**config.mk**
```make
export PLATFORM = sky130hd
export DESIGN_NAME = adcwr_ctrl
export DESIGN_NICKNAME = d
export VERILOG_FILES = /design/src/adcwr_pkg.sv /design/src/adcwr_window.sv /design/src/adcwr_ctrl.sv
export SDC_FILE = /design/constraint.sdc
export NUM_CORES = 1
export LEC_CHECK = 0
export BUFFER_PORTS_ARGS = -buffer_cell sky130_fd_sc_hd__buf_2
export CAP_MARGIN = 10
export CORE_ASPECT_RATIO = 0.7
export CORE_MARGIN = 2
export CORE_UTILIZATION = 40
export DETAILED_ROUTE_END_ITERATION = 8
export GPL_TIMING_DRIVEN = 0
export PLACE_DENSITY_LB_ADDON = 0.15
export RECOVER_POWER = 50
export SLEW_MARGIN = 20
export SYNTH_ARGS = -nofsm -noshare
export SYNTH_HDL_FRONTEND = slang
export SYNTH_HIERARCHICAL = 1
export SYNTH_SLANG_ARGS = --single-unit
export TNS_END_PERCENT = 5
```
**constraint.sdc**
```tcl
create_clock -name mclk -period 2.3 [get_ports mclk]
set_input_delay 0.115 -clock mclk [delete_from_list [all_inputs] [get_ports mclk]]
set_output_delay 0.115 -clock mclk [all_outputs]
set_load 0.05 [all_outputs]
```
**src/adcwr_pkg.sv**
```systemverilog
// constants, register layout and state type of the converter window/reference control
package adcwr_pkg;

   // ----------------------------------------------------------------
   // special-function addresses
   // ----------------------------------------------------------------
   localparam logic [7:0] ADDR_CTRL0 = 8'hE8;  // converter_control_0, bit-addressable
   localparam logic [7:0] ADDR_GTL   = 8'hC3;  // greater_than_limit_low
   localparam logic [7:0] ADDR_GTH   = 8'hC4;  // greater_than_limit_high
   localparam logic [7:0] ADDR_LTL   = 8'hC5;  // less_than_limit_low
   localparam logic [7:0] ADDR_LTH   = 8'hC6;  // less_than_limit_high
   localparam logic [7:0] ADDR_REFC  = 8'hD1;  // reference_control

   // ----------------------------------------------------------------
   // converter_control_0 bit positions
   // ----------------------------------------------------------------
   localparam int BIT_ENABLE = 7;
   localparam int BIT_BURST  = 6;
   localparam int BIT_DONE   = 5;
   localparam int BIT_BUSY   = 4;
   localparam int BIT_WIN    = 3;
   localparam int TRIG_LSB   = 0;

   // ----------------------------------------------------------------
   // reference_control bit positions
   // ----------------------------------------------------------------
   localparam int REF_TEMP_SENSOR_ENABLE_BIT = 2;
   localparam int REF_SEL_LSB   = 3;
   localparam int REF_GND_BIT   = 5;
   localparam int REF_LVL_BIT   = 7;

   // ----------------------------------------------------------------
   // reset values
   // ----------------------------------------------------------------
   localparam logic [7:0] CTRL0_RESET = 8'h00;
   localparam logic [7:0] REFC_RESET  = 8'h00;
   localparam logic [7:0] LIMIT_RESET = 8'h00;
   localparam logic [7:0] RDATA_IDLE  = 8'h00;

   // ----------------------------------------------------------------
   // field encodings
   // ----------------------------------------------------------------
   localparam logic [2:0] TRIG_SOFTWARE = 3'h0;
   localparam logic [2:0] TRIG_TIMER0   = 3'h1;
   localparam logic [2:0] TRIG_TIMER2   = 3'h2;
   localparam logic [2:0] TRIG_TIMER3   = 3'h3;
   localparam logic [2:0] TRIG_PIN      = 3'h4;

   localparam logic [1:0] REF_EXTERNAL = 2'h0;
   localparam logic [1:0] REF_SUPPLY   = 2'h1;
   localparam logic [1:0] REF_REG_1V8  = 2'h2;
   localparam logic [1:0] REF_INTERNAL = 2'h3;

   localparam logic LVL_1V65 = 1'b0;
   localparam logic LVL_2V4  = 1'b1;

   // ----------------------------------------------------------------
   // whole register state of the control block
   // ----------------------------------------------------------------
   typedef struct packed {
      logic [7:0] ctrl0;
      logic [7:0] gtl;
      logic [7:0] gth;
      logic [7:0] ltl;
      logic [7:0] lth;
      logic [7:0] refc;
      logic       pin_s1;
      logic       pin_s2;
      logic       pin_prev;
      logic       start;
      logic [7:0] rdata;
      logic [1:0] ref_sel;
      logic       ref_lvl;
      logic       ref_power;
      logic       gnd_track;
      logic       gnd_convert;
      logic       temp_en;
   } adcwr_state_t;

endpackage

```
**src/adcwr_window.sv**
```systemverilog
// window comparator: decides inside/outside from the limits and tests one result
`timescale 1ns/1ps
module adcwr_window
#(
   parameter int WIDTH = 16
)
(
   // limits and sample
   input  wire logic [WIDTH-1:0] greater_than_limit,
   input  wire logic [WIDTH-1:0] less_than_limit,
   input  wire logic [WIDTH-1:0] result_value,
   // decision
   output logic                  window_hit
);

   // the comparators need at least two bits to be meaningful
   if (WIDTH < 2)
   begin : g_bad_width
      $error("adcwr_window: WIDTH must be at least 2");
   end

   logic inside_mode;
   logic above_gt;
   logic below_lt;

   // unsigned mode pick
   assign inside_mode = less_than_limit > greater_than_limit;
   assign above_gt    = result_value > greater_than_limit;
   assign below_lt    = result_value < less_than_limit;

   // mode from limits only
   always_comb
   begin
      if (inside_mode)
         // strict inside window
         window_hit = above_gt && below_lt;
      else
         // strict outside window
         window_hit = below_lt || above_gt;
   end

endmodule

```
**src/adcwr_ctrl.sv**
```systemverilog
// converter window detector, reference/ground selection and control register 0
//
// Overview of operation
// Every new result is checked against the greater-than and less-than limits.
// Window hit flag is readable for polling and driven out as interrupt source.
// Inside or outside detection follows from the limit values alone, no mode bit.
// Inside mode flags results strictly between lower and upper limit.
// Outside mode flags results strictly below lower or above upper limit.
// Less-than above greater-than means inside; otherwise outside; unsigned 16-bit.
// Reference select 00 routes the external reference pin.
// Reference select 11 uses the internal high-speed reference.
// Code 01 selects the supply pin, code 10 the 1.8 V regulated supply.
// Internal reference powers up only while a conversion needs it.
// One level bit picks 1.65 V or 2.4 V internal reference.
// Ground select 1 takes converter ground from the analog ground pin.
// Selected analog ground applies in tracking and in conversion.
// Temperature sensor channel always samples against chip ground.
// 1.65 V internal reference forces chip ground during conversion.
// Sensor enable bit switches sensor; cleared leaves its output high-impedance.
// Control register 0 at 0xE8, bit-addressable, resets to zero, fixed layout.
// Hardware sets window flag, only software clears it; may request interrupt.
// Hardware sets done flag per conversion or burst; only software clears it.
// Trigger field picks busy write, three timer overflows or pin rising edge.
`timescale 1ns/1ps
module adcwr_ctrl
(
   // clock and reset
   input  wire logic        mclk,
   input  wire logic        rst,
   // special-function register port
   input  wire logic [7:0]  sfr_addr,
   input  wire logic        sfr_wr,
   input  wire logic        sfr_rd,
   input  wire logic [7:0]  sfr_wdata,
   output logic      [7:0]  sfr_rdata,
   // single-bit writes into bit-addressable space
   input  wire logic [7:0]  sfr_bit_addr,
   input  wire logic        sfr_bit_wr,
   input  wire logic        sfr_bit_wdata,
   // converter core status
   input  wire logic        result_valid,
   input  wire logic [15:0] result_value,
   input  wire logic        conversion_complete,
   input  wire logic        converter_active,
   input  wire logic        temp_channel_selected,
   // start sources
   input  wire logic        timer0_overflow,
   input  wire logic        timer2_overflow,
   input  wire logic        timer3_overflow,
   input  wire logic        external_convert_start_pin,
   // converter control
   output logic             conv_start,
   output logic             converter_enable,
   output logic             burst_enable,
   output logic             window_hit_flag,
   output logic             conversion_done_flag,
   // reference and ground multiplexers
   output logic      [1:0]  reference_select,
   output logic             internal_reference_level,
   output logic             internal_ref_power,
   output logic             analog_ground_track,
   output logic             analog_ground_convert,
   output logic             temp_sensor_enable
);

   // ------------------------------
   // register map
   // ------------------------------
   // converter_control_0, byte and bit access:
   //    7    converter_enable
   //    6    burst_enable
   //    5    conversion_done_flag, set by hardware
   //    4    busy_start_bit, a one starts a software trigger
   //    3    window_hit_flag, set by hardware
   //    2:0  trigger_source_select, 101 to 111 start nothing
   // reference_control, byte access only:
   //    7    internal_reference_level, 0 low, 1 high
   //    5    ground_select
   //    4:3  reference_select
   //    2    temp_sensor_enable
   //    6, 1:0 stored and read back only
   // limits: high byte on 15:8, each byte live on its write
   // limitations:
   //    triggers while busy are dropped, not queued
   //    the pin edge starts about three clocks late
   //    timers are same-clock pulses, not synchronised
   //    a zero written to busy never aborts a conversion
   //    a write clearing both enables blocks a start
   //    unmapped writes are dropped, unmapped reads give zero
   //    equal limits select outside detection
   //    reference and ground outputs trail by one clock; convert ground and reference power trail a select change by two

   // ------------------------------
   // elaboration checks
   // ------------------------------
   // bit decode assumes an eight-aligned control address
   if (adcwr_pkg::ADDR_CTRL0[2:0] != 3'h0)
   begin : g_bad_ctrl_addr
      $error("adcwr_ctrl: control address not eight-aligned");
   end

   // a clash would shadow one register behind another
   if (adcwr_pkg::ADDR_GTL == adcwr_pkg::ADDR_GTH
       || adcwr_pkg::ADDR_LTL == adcwr_pkg::ADDR_LTH
       || adcwr_pkg::ADDR_GTL == adcwr_pkg::ADDR_LTL
       || adcwr_pkg::ADDR_GTH == adcwr_pkg::ADDR_LTH
       || adcwr_pkg::ADDR_REFC == adcwr_pkg::ADDR_CTRL0)
   begin : g_bad_map
      $error("adcwr_ctrl: register addresses collide");
   end

   // fields must stay inside their byte
   if (adcwr_pkg::TRIG_LSB > 5 || adcwr_pkg::REF_SEL_LSB > 6
       || adcwr_pkg::REF_GND_BIT > 7 || adcwr_pkg::REF_LVL_BIT > 7
       || adcwr_pkg::REF_TEMP_SENSOR_ENABLE_BIT > 7 || adcwr_pkg::BIT_ENABLE > 7)
   begin : g_bad_field
      $error("adcwr_ctrl: register field outside its byte");
   end

   // the window flag bit must clear the trigger field
   if (adcwr_pkg::BIT_WIN < adcwr_pkg::TRIG_LSB + 3)
   begin : g_bad_ctrl_field
      $error("adcwr_ctrl: window bit overlaps trigger field");
   end

   // ------------------------------
   // state and limit assembly
   // ------------------------------
   adcwr_pkg::adcwr_state_t s_q;
   adcwr_pkg::adcwr_state_t s_d;

   logic        win_hit;
   logic [15:0] gt_limit;
   logic [15:0] lt_limit;

   // limits assembled from their byte registers
   assign gt_limit = {s_q.gth, s_q.gtl};
   assign lt_limit = {s_q.lth, s_q.ltl};

   // compare each result
   adcwr_window #(
      .WIDTH              (16)
   ) u_window (
      .greater_than_limit (gt_limit),
      .less_than_limit    (lt_limit),
      .result_value       (result_value),
      .window_hit         (win_hit)
   );

   // ------------------------------
   // next-state logic
   // ------------------------------
   // next-state logic for the whole block
   always_comb
   begin
      logic       trig_event;
      logic       sw_busy_write;
      logic [2:0] trig_sel;
      logic       int_ref;
      logic       pin_rise;
      logic       gnd_sel;
      trig_event    = 1'b0;
      sw_busy_write = 1'b0;
      trig_sel      = s_q.ctrl0[adcwr_pkg::TRIG_LSB +: 3];
      int_ref       = 1'b0;
      pin_rise      = 1'b0;
      gnd_sel       = 1'b0;
      s_d           = s_q;

      // pin synchroniser; only the second stage feeds the edge detector
      s_d.pin_s1   = external_convert_start_pin;
      s_d.pin_s2   = s_q.pin_s1;
      s_d.pin_prev = s_q.pin_s2;
      pin_rise     = s_q.pin_s2 && !s_q.pin_prev;

      // byte writes from software
      if (sfr_wr)
      begin
         unique case (sfr_addr)
            adcwr_pkg::ADDR_CTRL0:
            begin
               s_d.ctrl0     = sfr_wdata;
               sw_busy_write = sfr_wdata[adcwr_pkg::BIT_BUSY];
            end
            adcwr_pkg::ADDR_GTL:  s_d.gtl  = sfr_wdata;
            adcwr_pkg::ADDR_GTH:  s_d.gth  = sfr_wdata;
            adcwr_pkg::ADDR_LTL:  s_d.ltl  = sfr_wdata;
            adcwr_pkg::ADDR_LTH:  s_d.lth  = sfr_wdata;
            adcwr_pkg::ADDR_REFC: s_d.refc = sfr_wdata;
            default: ;
         endcase
      end

      // bit-addressable control register
      if (sfr_bit_wr && sfr_bit_addr[7:3] == adcwr_pkg::ADDR_CTRL0[7:3])
      begin
         s_d.ctrl0[sfr_bit_addr[2:0]] = sfr_bit_wdata;
         if (sfr_bit_addr[2:0] == 3'(adcwr_pkg::BIT_BUSY))
            sw_busy_write = sfr_bit_wdata;
      end

      // start source selection
      unique case (trig_sel)
         adcwr_pkg::TRIG_SOFTWARE: trig_event = sw_busy_write;
         adcwr_pkg::TRIG_TIMER0:   trig_event = timer0_overflow;
         adcwr_pkg::TRIG_TIMER2:   trig_event = timer2_overflow;
         adcwr_pkg::TRIG_TIMER3:   trig_event = timer3_overflow;
         adcwr_pkg::TRIG_PIN:      trig_event = pin_rise;
         default:                  trig_event = 1'b0;  // reserved codes start nothing
      endcase

      // a trigger while busy is dropped; the core cannot take it
      // enables as written this cycle, so a disabling write wins
      s_d.start = trig_event && !s_q.ctrl0[adcwr_pkg::BIT_BUSY]
                  && (s_d.ctrl0[adcwr_pkg::BIT_ENABLE] || s_d.ctrl0[adcwr_pkg::BIT_BURST]);
      if (s_d.start)
         s_d.ctrl0[adcwr_pkg::BIT_BUSY] = 1'b1;
      else if (conversion_complete)
         s_d.ctrl0[adcwr_pkg::BIT_BUSY] = 1'b0;
      else if (!sw_busy_write || trig_sel != adcwr_pkg::TRIG_SOFTWARE)
         s_d.ctrl0[adcwr_pkg::BIT_BUSY] = s_q.ctrl0[adcwr_pkg::BIT_BUSY];

      // done flag set wins over clear
      if (conversion_complete)
         s_d.ctrl0[adcwr_pkg::BIT_DONE] = 1'b1;

      // window flag set wins
      if (result_valid && win_hit)
         s_d.ctrl0[adcwr_pkg::BIT_WIN] = 1'b1;

      // registered read data, one cycle after the strobe
      s_d.rdata = adcwr_pkg::RDATA_IDLE;
      if (sfr_rd)
      begin
         unique case (sfr_addr)
            // flag visible for polling
            adcwr_pkg::ADDR_CTRL0: s_d.rdata = s_q.ctrl0;
            adcwr_pkg::ADDR_GTL:   s_d.rdata = s_q.gtl;
            adcwr_pkg::ADDR_GTH:   s_d.rdata = s_q.gth;
            adcwr_pkg::ADDR_LTL:   s_d.rdata = s_q.ltl;
            adcwr_pkg::ADDR_LTH:   s_d.rdata = s_q.lth;
            adcwr_pkg::ADDR_REFC:  s_d.rdata = s_q.refc;
            default:               s_d.rdata = adcwr_pkg::RDATA_IDLE;
         endcase
      end

      // reference multiplexer code
      s_d.ref_sel = s_q.refc[adcwr_pkg::REF_SEL_LSB +: 2];
      // internal level bit
      s_d.ref_lvl = s_q.refc[adcwr_pkg::REF_LVL_BIT];
      int_ref     = s_q.ref_sel == adcwr_pkg::REF_INTERNAL;

      // reference on only while needed
      s_d.ref_power = int_ref && (converter_active || s_q.start);

      // analog ground in both phases
      gnd_sel = s_q.refc[adcwr_pkg::REF_GND_BIT];
      // sensor samples on chip ground
      s_d.gnd_track = gnd_sel && !temp_channel_selected;
      // low reference converts on chip ground
      s_d.gnd_convert = gnd_sel && !(int_ref && s_q.ref_lvl == adcwr_pkg::LVL_1V65);

      // sensor enable; analog side floats its output when low
      s_d.temp_en = s_q.refc[adcwr_pkg::REF_TEMP_SENSOR_ENABLE_BIT];
   end

   // ------------------------------
   // state register
   // ------------------------------
   // single register stage for all state
   always_ff @(posedge mclk)
   begin
      if (rst)
      begin
         s_q          <= '0;
         s_q.ctrl0    <= adcwr_pkg::CTRL0_RESET;
         s_q.gtl      <= adcwr_pkg::LIMIT_RESET;
         s_q.gth      <= adcwr_pkg::LIMIT_RESET;
         s_q.ltl      <= adcwr_pkg::LIMIT_RESET;
         s_q.lth      <= adcwr_pkg::LIMIT_RESET;
         s_q.refc     <= adcwr_pkg::REFC_RESET;
         s_q.rdata    <= adcwr_pkg::RDATA_IDLE;
      end
      else
         s_q <= s_d;
   end

   // ------------------------------
   // outputs
   // ------------------------------
   // outputs straight from the state register
   assign sfr_rdata                = s_q.rdata;
   assign conv_start               = s_q.start;
   assign converter_enable         = s_q.ctrl0[adcwr_pkg::BIT_ENABLE];
   assign burst_enable             = s_q.ctrl0[adcwr_pkg::BIT_BURST];
   assign window_hit_flag          = s_q.ctrl0[adcwr_pkg::BIT_WIN];
   assign conversion_done_flag     = s_q.ctrl0[adcwr_pkg::BIT_DONE];
   assign reference_select         = s_q.ref_sel;
   assign internal_reference_level = s_q.ref_lvl;
   assign internal_ref_power       = s_q.ref_power;
   assign analog_ground_track      = s_q.gnd_track;
   assign analog_ground_convert    = s_q.gnd_convert;
   assign temp_sensor_enable       = s_q.temp_en;

endmodule

```
==> metrics.md <==
| Metric | Value |
|---|---|
| Net switching share of the total power | `25.4%` |
| Proportion of register bits with asynchronous set or reset after synthesis | `0%` |
| Cell count after placement | `roughly 690` |
| Type of the most critical hold path | `primary input to flip-flop` |
| Maximum fanout along the worst path | `3` |
| CTS HTree Levels | `3` |
| Leak pwr | `1.98 nW` |
| Type of destination of the critical path | `flip-flop` |
| Worst hold slack across all endpoints | `around 0.043 ns` |
| Number of standard cells in the final layout excluding fillers | `around 710` |
| Storage cell area | `1350 sq um` |
| Status | `completed` |
| Data arrival at the endpoint of the critical path | `between 2 and 2.5 ns` |
| Post-detailed-route via-to-cell ratio | `around 5.5` |
| Setup slack, reg-to-reg | `between 0.07 and 0.08 ns` |
| Boundary pin count | `between 70 and 80` |
| Internal power of the cells | `approximately 2.2 mW` |
| DR iter-0 viols | `300` |
| Final worst path period share | `96.7%` |
| Final number of hold-violating endpoints | `0` |
| Most used flip-flop cell after synthesis | `sky130_fd_sc_hd__dfxtp_1` |
| Die H | `between 80 and 90 um` |
| Average instance area after synthesis | `8.44 sq um` |
| Diodes inserted | `0` |
| Number of remaining DRC errors | `0` |
| TritonCTS clock tree | `built` |
| Routability Congestion | `roughly 0.95` |
| Pin count of the biggest net entering global routing | `14` |
| DP Wirelength | `roughly 9700 um` |
| Global-route wire length before repair | `19000 um` |
| Number of global-route vias before repair | `~3600` |
| Minimum setup slack in the final design | `between 0.07 and 0.08 ns` |
| Antenna violations before repair | `0` |
| Horiz. Die Dim | `around 130 um` |
| Aggregate routed wire length | `roughly 13000 um` |
| Total vias in the final route | `3937` |
| Quantity of I/O buffers inserted on ports | `70` |
| Total number of nets in the final design | `roughly 680` |
| Number of setup violations in the final report | `0` |
| Dominant cells by area after synthesis | `sky130_fd_sc_hd__dfxtp_1, sky130_fd_sc_hd__ha_1, sky130_fd_sc_hd__mux2i_1` |
| Aggregate global routing overflow | `0` |
| Sequential fraction of the synthesis area | `between 30% and 40%` |
| Area share of the leading cell type in the synthesized netlist | `about a third` |
| Total of fill cells in the finished design | `1002` |
| Total power | `just under 3 mW` |
| Detail-routed net length per standard cell | `~18 um` |
| Area of the die | `between 10000 and 15000 sq um` |
| Footprint of the multi-input gates | `around 2600 sq um` |
| Core footprint | `about 10000 sq um` |
| Number of core rows | `31` |
| Worst setup timing slack at the placement stage | `-0.0627 ns` |
| Final Skew | `0.00683 ns` |
| Max rail drop VDD | `0.389 mV` |
| Maximum number of buffers from clock root to sink | `2` |
| Logic gate share of total power | `a little under a tenth` |
| Clock latency on the worst-skew pair | `roughly 0.34 ns` |
| Slew HR | `approximately 32%` |
| Clock Power Share | `49.7%` |
| Worst Path Required | `between 2 and 3 ns` |
| Pwr Density | `between 500 and 600 nW/um^2` |
| Number of cells produced by synthesis | `491` |
| Number of enable flip-flop cells after synthesis | `0` |
| Max Freq | `roughly 450 MHz` |
| Layout cells sized above 1 | `just under 20%` |
| Total Negative Setup Slacks | `0 ns` |
| Minimum clock period | `between 2 and 2.5 ns` |
| Signed area change from the synthesized netlist to the final layout | `23.8%` |
| Worst Max-Slew Pin Slew | `around 1.0 ns` |
| Net Count, Synth | `~600` |
| Classification of the worst setup path | `flip-flop to flip-flop` |
| 1st-pass router iterations | `5` |
| Cell accounting for the most synthesized area | `sky130_fd_sc_hd__dfxtp_1` |
| Psw | `~0.73 mW` |
| Post-Synthesis Cell Area | `between 4000 and 5000 sq um` |
| Leading cell types by count after synthesis | `sky130_fd_sc_hd__dfxtp_1, sky130_fd_sc_hd__a21oi_1, sky130_fd_sc_hd__ha_1` |
| Most repeated cell in the gate-level netlist after synthesis | `sky130_fd_sc_hd__dfxtp_1` |
| Register bit count reported by yosys | `67` |
| Total of warnings raised by yosys | `6` |
| Number of distinct library cells after synthesis | `approximately 50` |
| Worst-path clk slew | `about 0.060 ns` |
| Slew Viols, Final | `0` |
| Post-detailed-route count of antenna-violating nets | `0` |
| Gr usage total | `between 20% and 30%` |
| Sequential group share of total power | `approximately 41%` |
| Num CTS Buffers | `9` |
| Buffer cell driving the clock tree root | `sky130_fd_sc_hd__clkbuf_16` |
| TritonCTS Sinks | `67` |
| Effective utilization at floorplan | `between 40% and 50%` |
| Element type at the critical path start | `flip-flop` |
| Reported max-cap violation count | `0` |
## placed cells by master, fill, tap and decap left out, types with 3 or more instances in the layout
cell                         count
sky130_fd_sc_hd__a21o_1          8
sky130_fd_sc_hd__a21oi_1        55
sky130_fd_sc_hd__a221oi_1        9
sky130_fd_sc_hd__a22o_1          4
sky130_fd_sc_hd__a22oi_1         8
sky130_fd_sc_hd__buf_2          50
sky130_fd_sc_hd__buf_4          12
sky130_fd_sc_hd__clkbuf_1       39
sky130_fd_sc_hd__clkbuf_16       9
sky130_fd_sc_hd__clkinvlp_4      3
sky130_fd_sc_hd__dfxtp_1        62
sky130_fd_sc_hd__dfxtp_2         5
sky130_fd_sc_hd__ha_1           38
sky130_fd_sc_hd__ha_4            9
sky130_fd_sc_hd__inv_1          37
sky130_fd_sc_hd__mux2_2          3
sky130_fd_sc_hd__mux2i_1        28
sky130_fd_sc_hd__nand2_1        46
sky130_fd_sc_hd__nand2b_1        5
sky130_fd_sc_hd__nand3_1        34
sky130_fd_sc_hd__nand4_1         8
sky130_fd_sc_hd__nor2_1         36
sky130_fd_sc_hd__nor2b_1        11
sky130_fd_sc_hd__nor3_1          5
sky130_fd_sc_hd__nor4_1          4
sky130_fd_sc_hd__nor4_2          3
sky130_fd_sc_hd__o21ai_0         4
sky130_fd_sc_hd__o21ai_1         3
sky130_fd_sc_hd__or3_1           4
## metrics by stage
| stage | instance area, sq um | utilization (%) |
|---|---|---|
| global route | 5130 | 50.3 |
| CTS | 5020 | 49.3 |
| floorplan | 4140 | - |
| global placement | 4660 | 45.7 |
| detailed placement | 4660 | 45.7 |
| finish | 5130 | 50.3 |
## what timing repair did
action	in CTS	in global routing
hold buffers	2	0
pin swaps	4	5
setup buffers	0	2
gates resized for setup	5	20
endpoints found under the setup margin	1	1
endpoints found under the hold margin	2	0
## flip-flops by register name, indices dropped and copies added, names as in the netlist, 2 cells and up
name,cells
s_d,6
s_q,9
lt_limit,16
reference_select,2
sfr_rdata,8
gt_limit,16
## kinds of logic after synthesis
logic type | Yosys count | share of synthesized area (%)
fa+ha+maj | 48 | 14.5
simple gates | 174 | 22.7
compound gates | 102 | 15.3
flops | 67 | 32.4
buf+inv | 69 | 7.61
mux | 31 | 7.58
## worst paths after layout
check | startpoint | end | cells past startpoint
max | gt_limit[15] | window_hit_flag | 9
min | conversion_complete | conversion_done_flag | 3
max reg2reg | gt_limit[15] | window_hit_flag | 9
min reg2reg | s_d[17] | s_d[16] | 1
## critical path, cell delays in order, from the launching register on
cell	delay [ns]
sky130_fd_sc_hd__dfxtp_1	0.35
sky130_fd_sc_hd__inv_1	0.11
sky130_fd_sc_hd__ha_4	0.30
sky130_fd_sc_hd__nand4_4	0.14
sky130_fd_sc_hd__nor4_4	0.31
sky130_fd_sc_hd__a21oi_1	0.09
sky130_fd_sc_hd__a22o_1	0.21
sky130_fd_sc_hd__maj3_2	0.34
sky130_fd_sc_hd__a32oi_2	0.15
sky130_fd_sc_hd__a21oi_1	0.08
## layout make-up
cell class	count	area share, %
Clock inverter	6	1.41
Buffer	30	2.98
Inverter	39	2.85
Multi-Input combinational cell	355	51.6
Sequential cell	67	26.3
Timing Repair Buffer	74	6.98
Clock buffer	10	4.66
Tap cell	132	3.22
## metal layers
metal / routed length, um / global-route usage [%] / vias up
met3: 1020 / 5.21 / 19
met2: 5180 / 32.6 / 164
li1: - / - / 1918
met1: 6150 / 33.1 / 1836
met4: 175 / 4.95 / 0
met5: 0 / 0 / -
## power groups by stage
stage          combinational (mW)  clock [mW]  sequential, mW
2_1_floorplan               0.128           0            1.21
3_3_place_gp                0.249           0            1.20
3_5_place_dp                0.256           0            1.20
6_report                    0.278        1.43            1.17
5_1_grt                     0.303        1.50            1.17
4_1_cts                     0.265        1.45            1.17
Note: power is estimated with default switching activity, not from simulation.
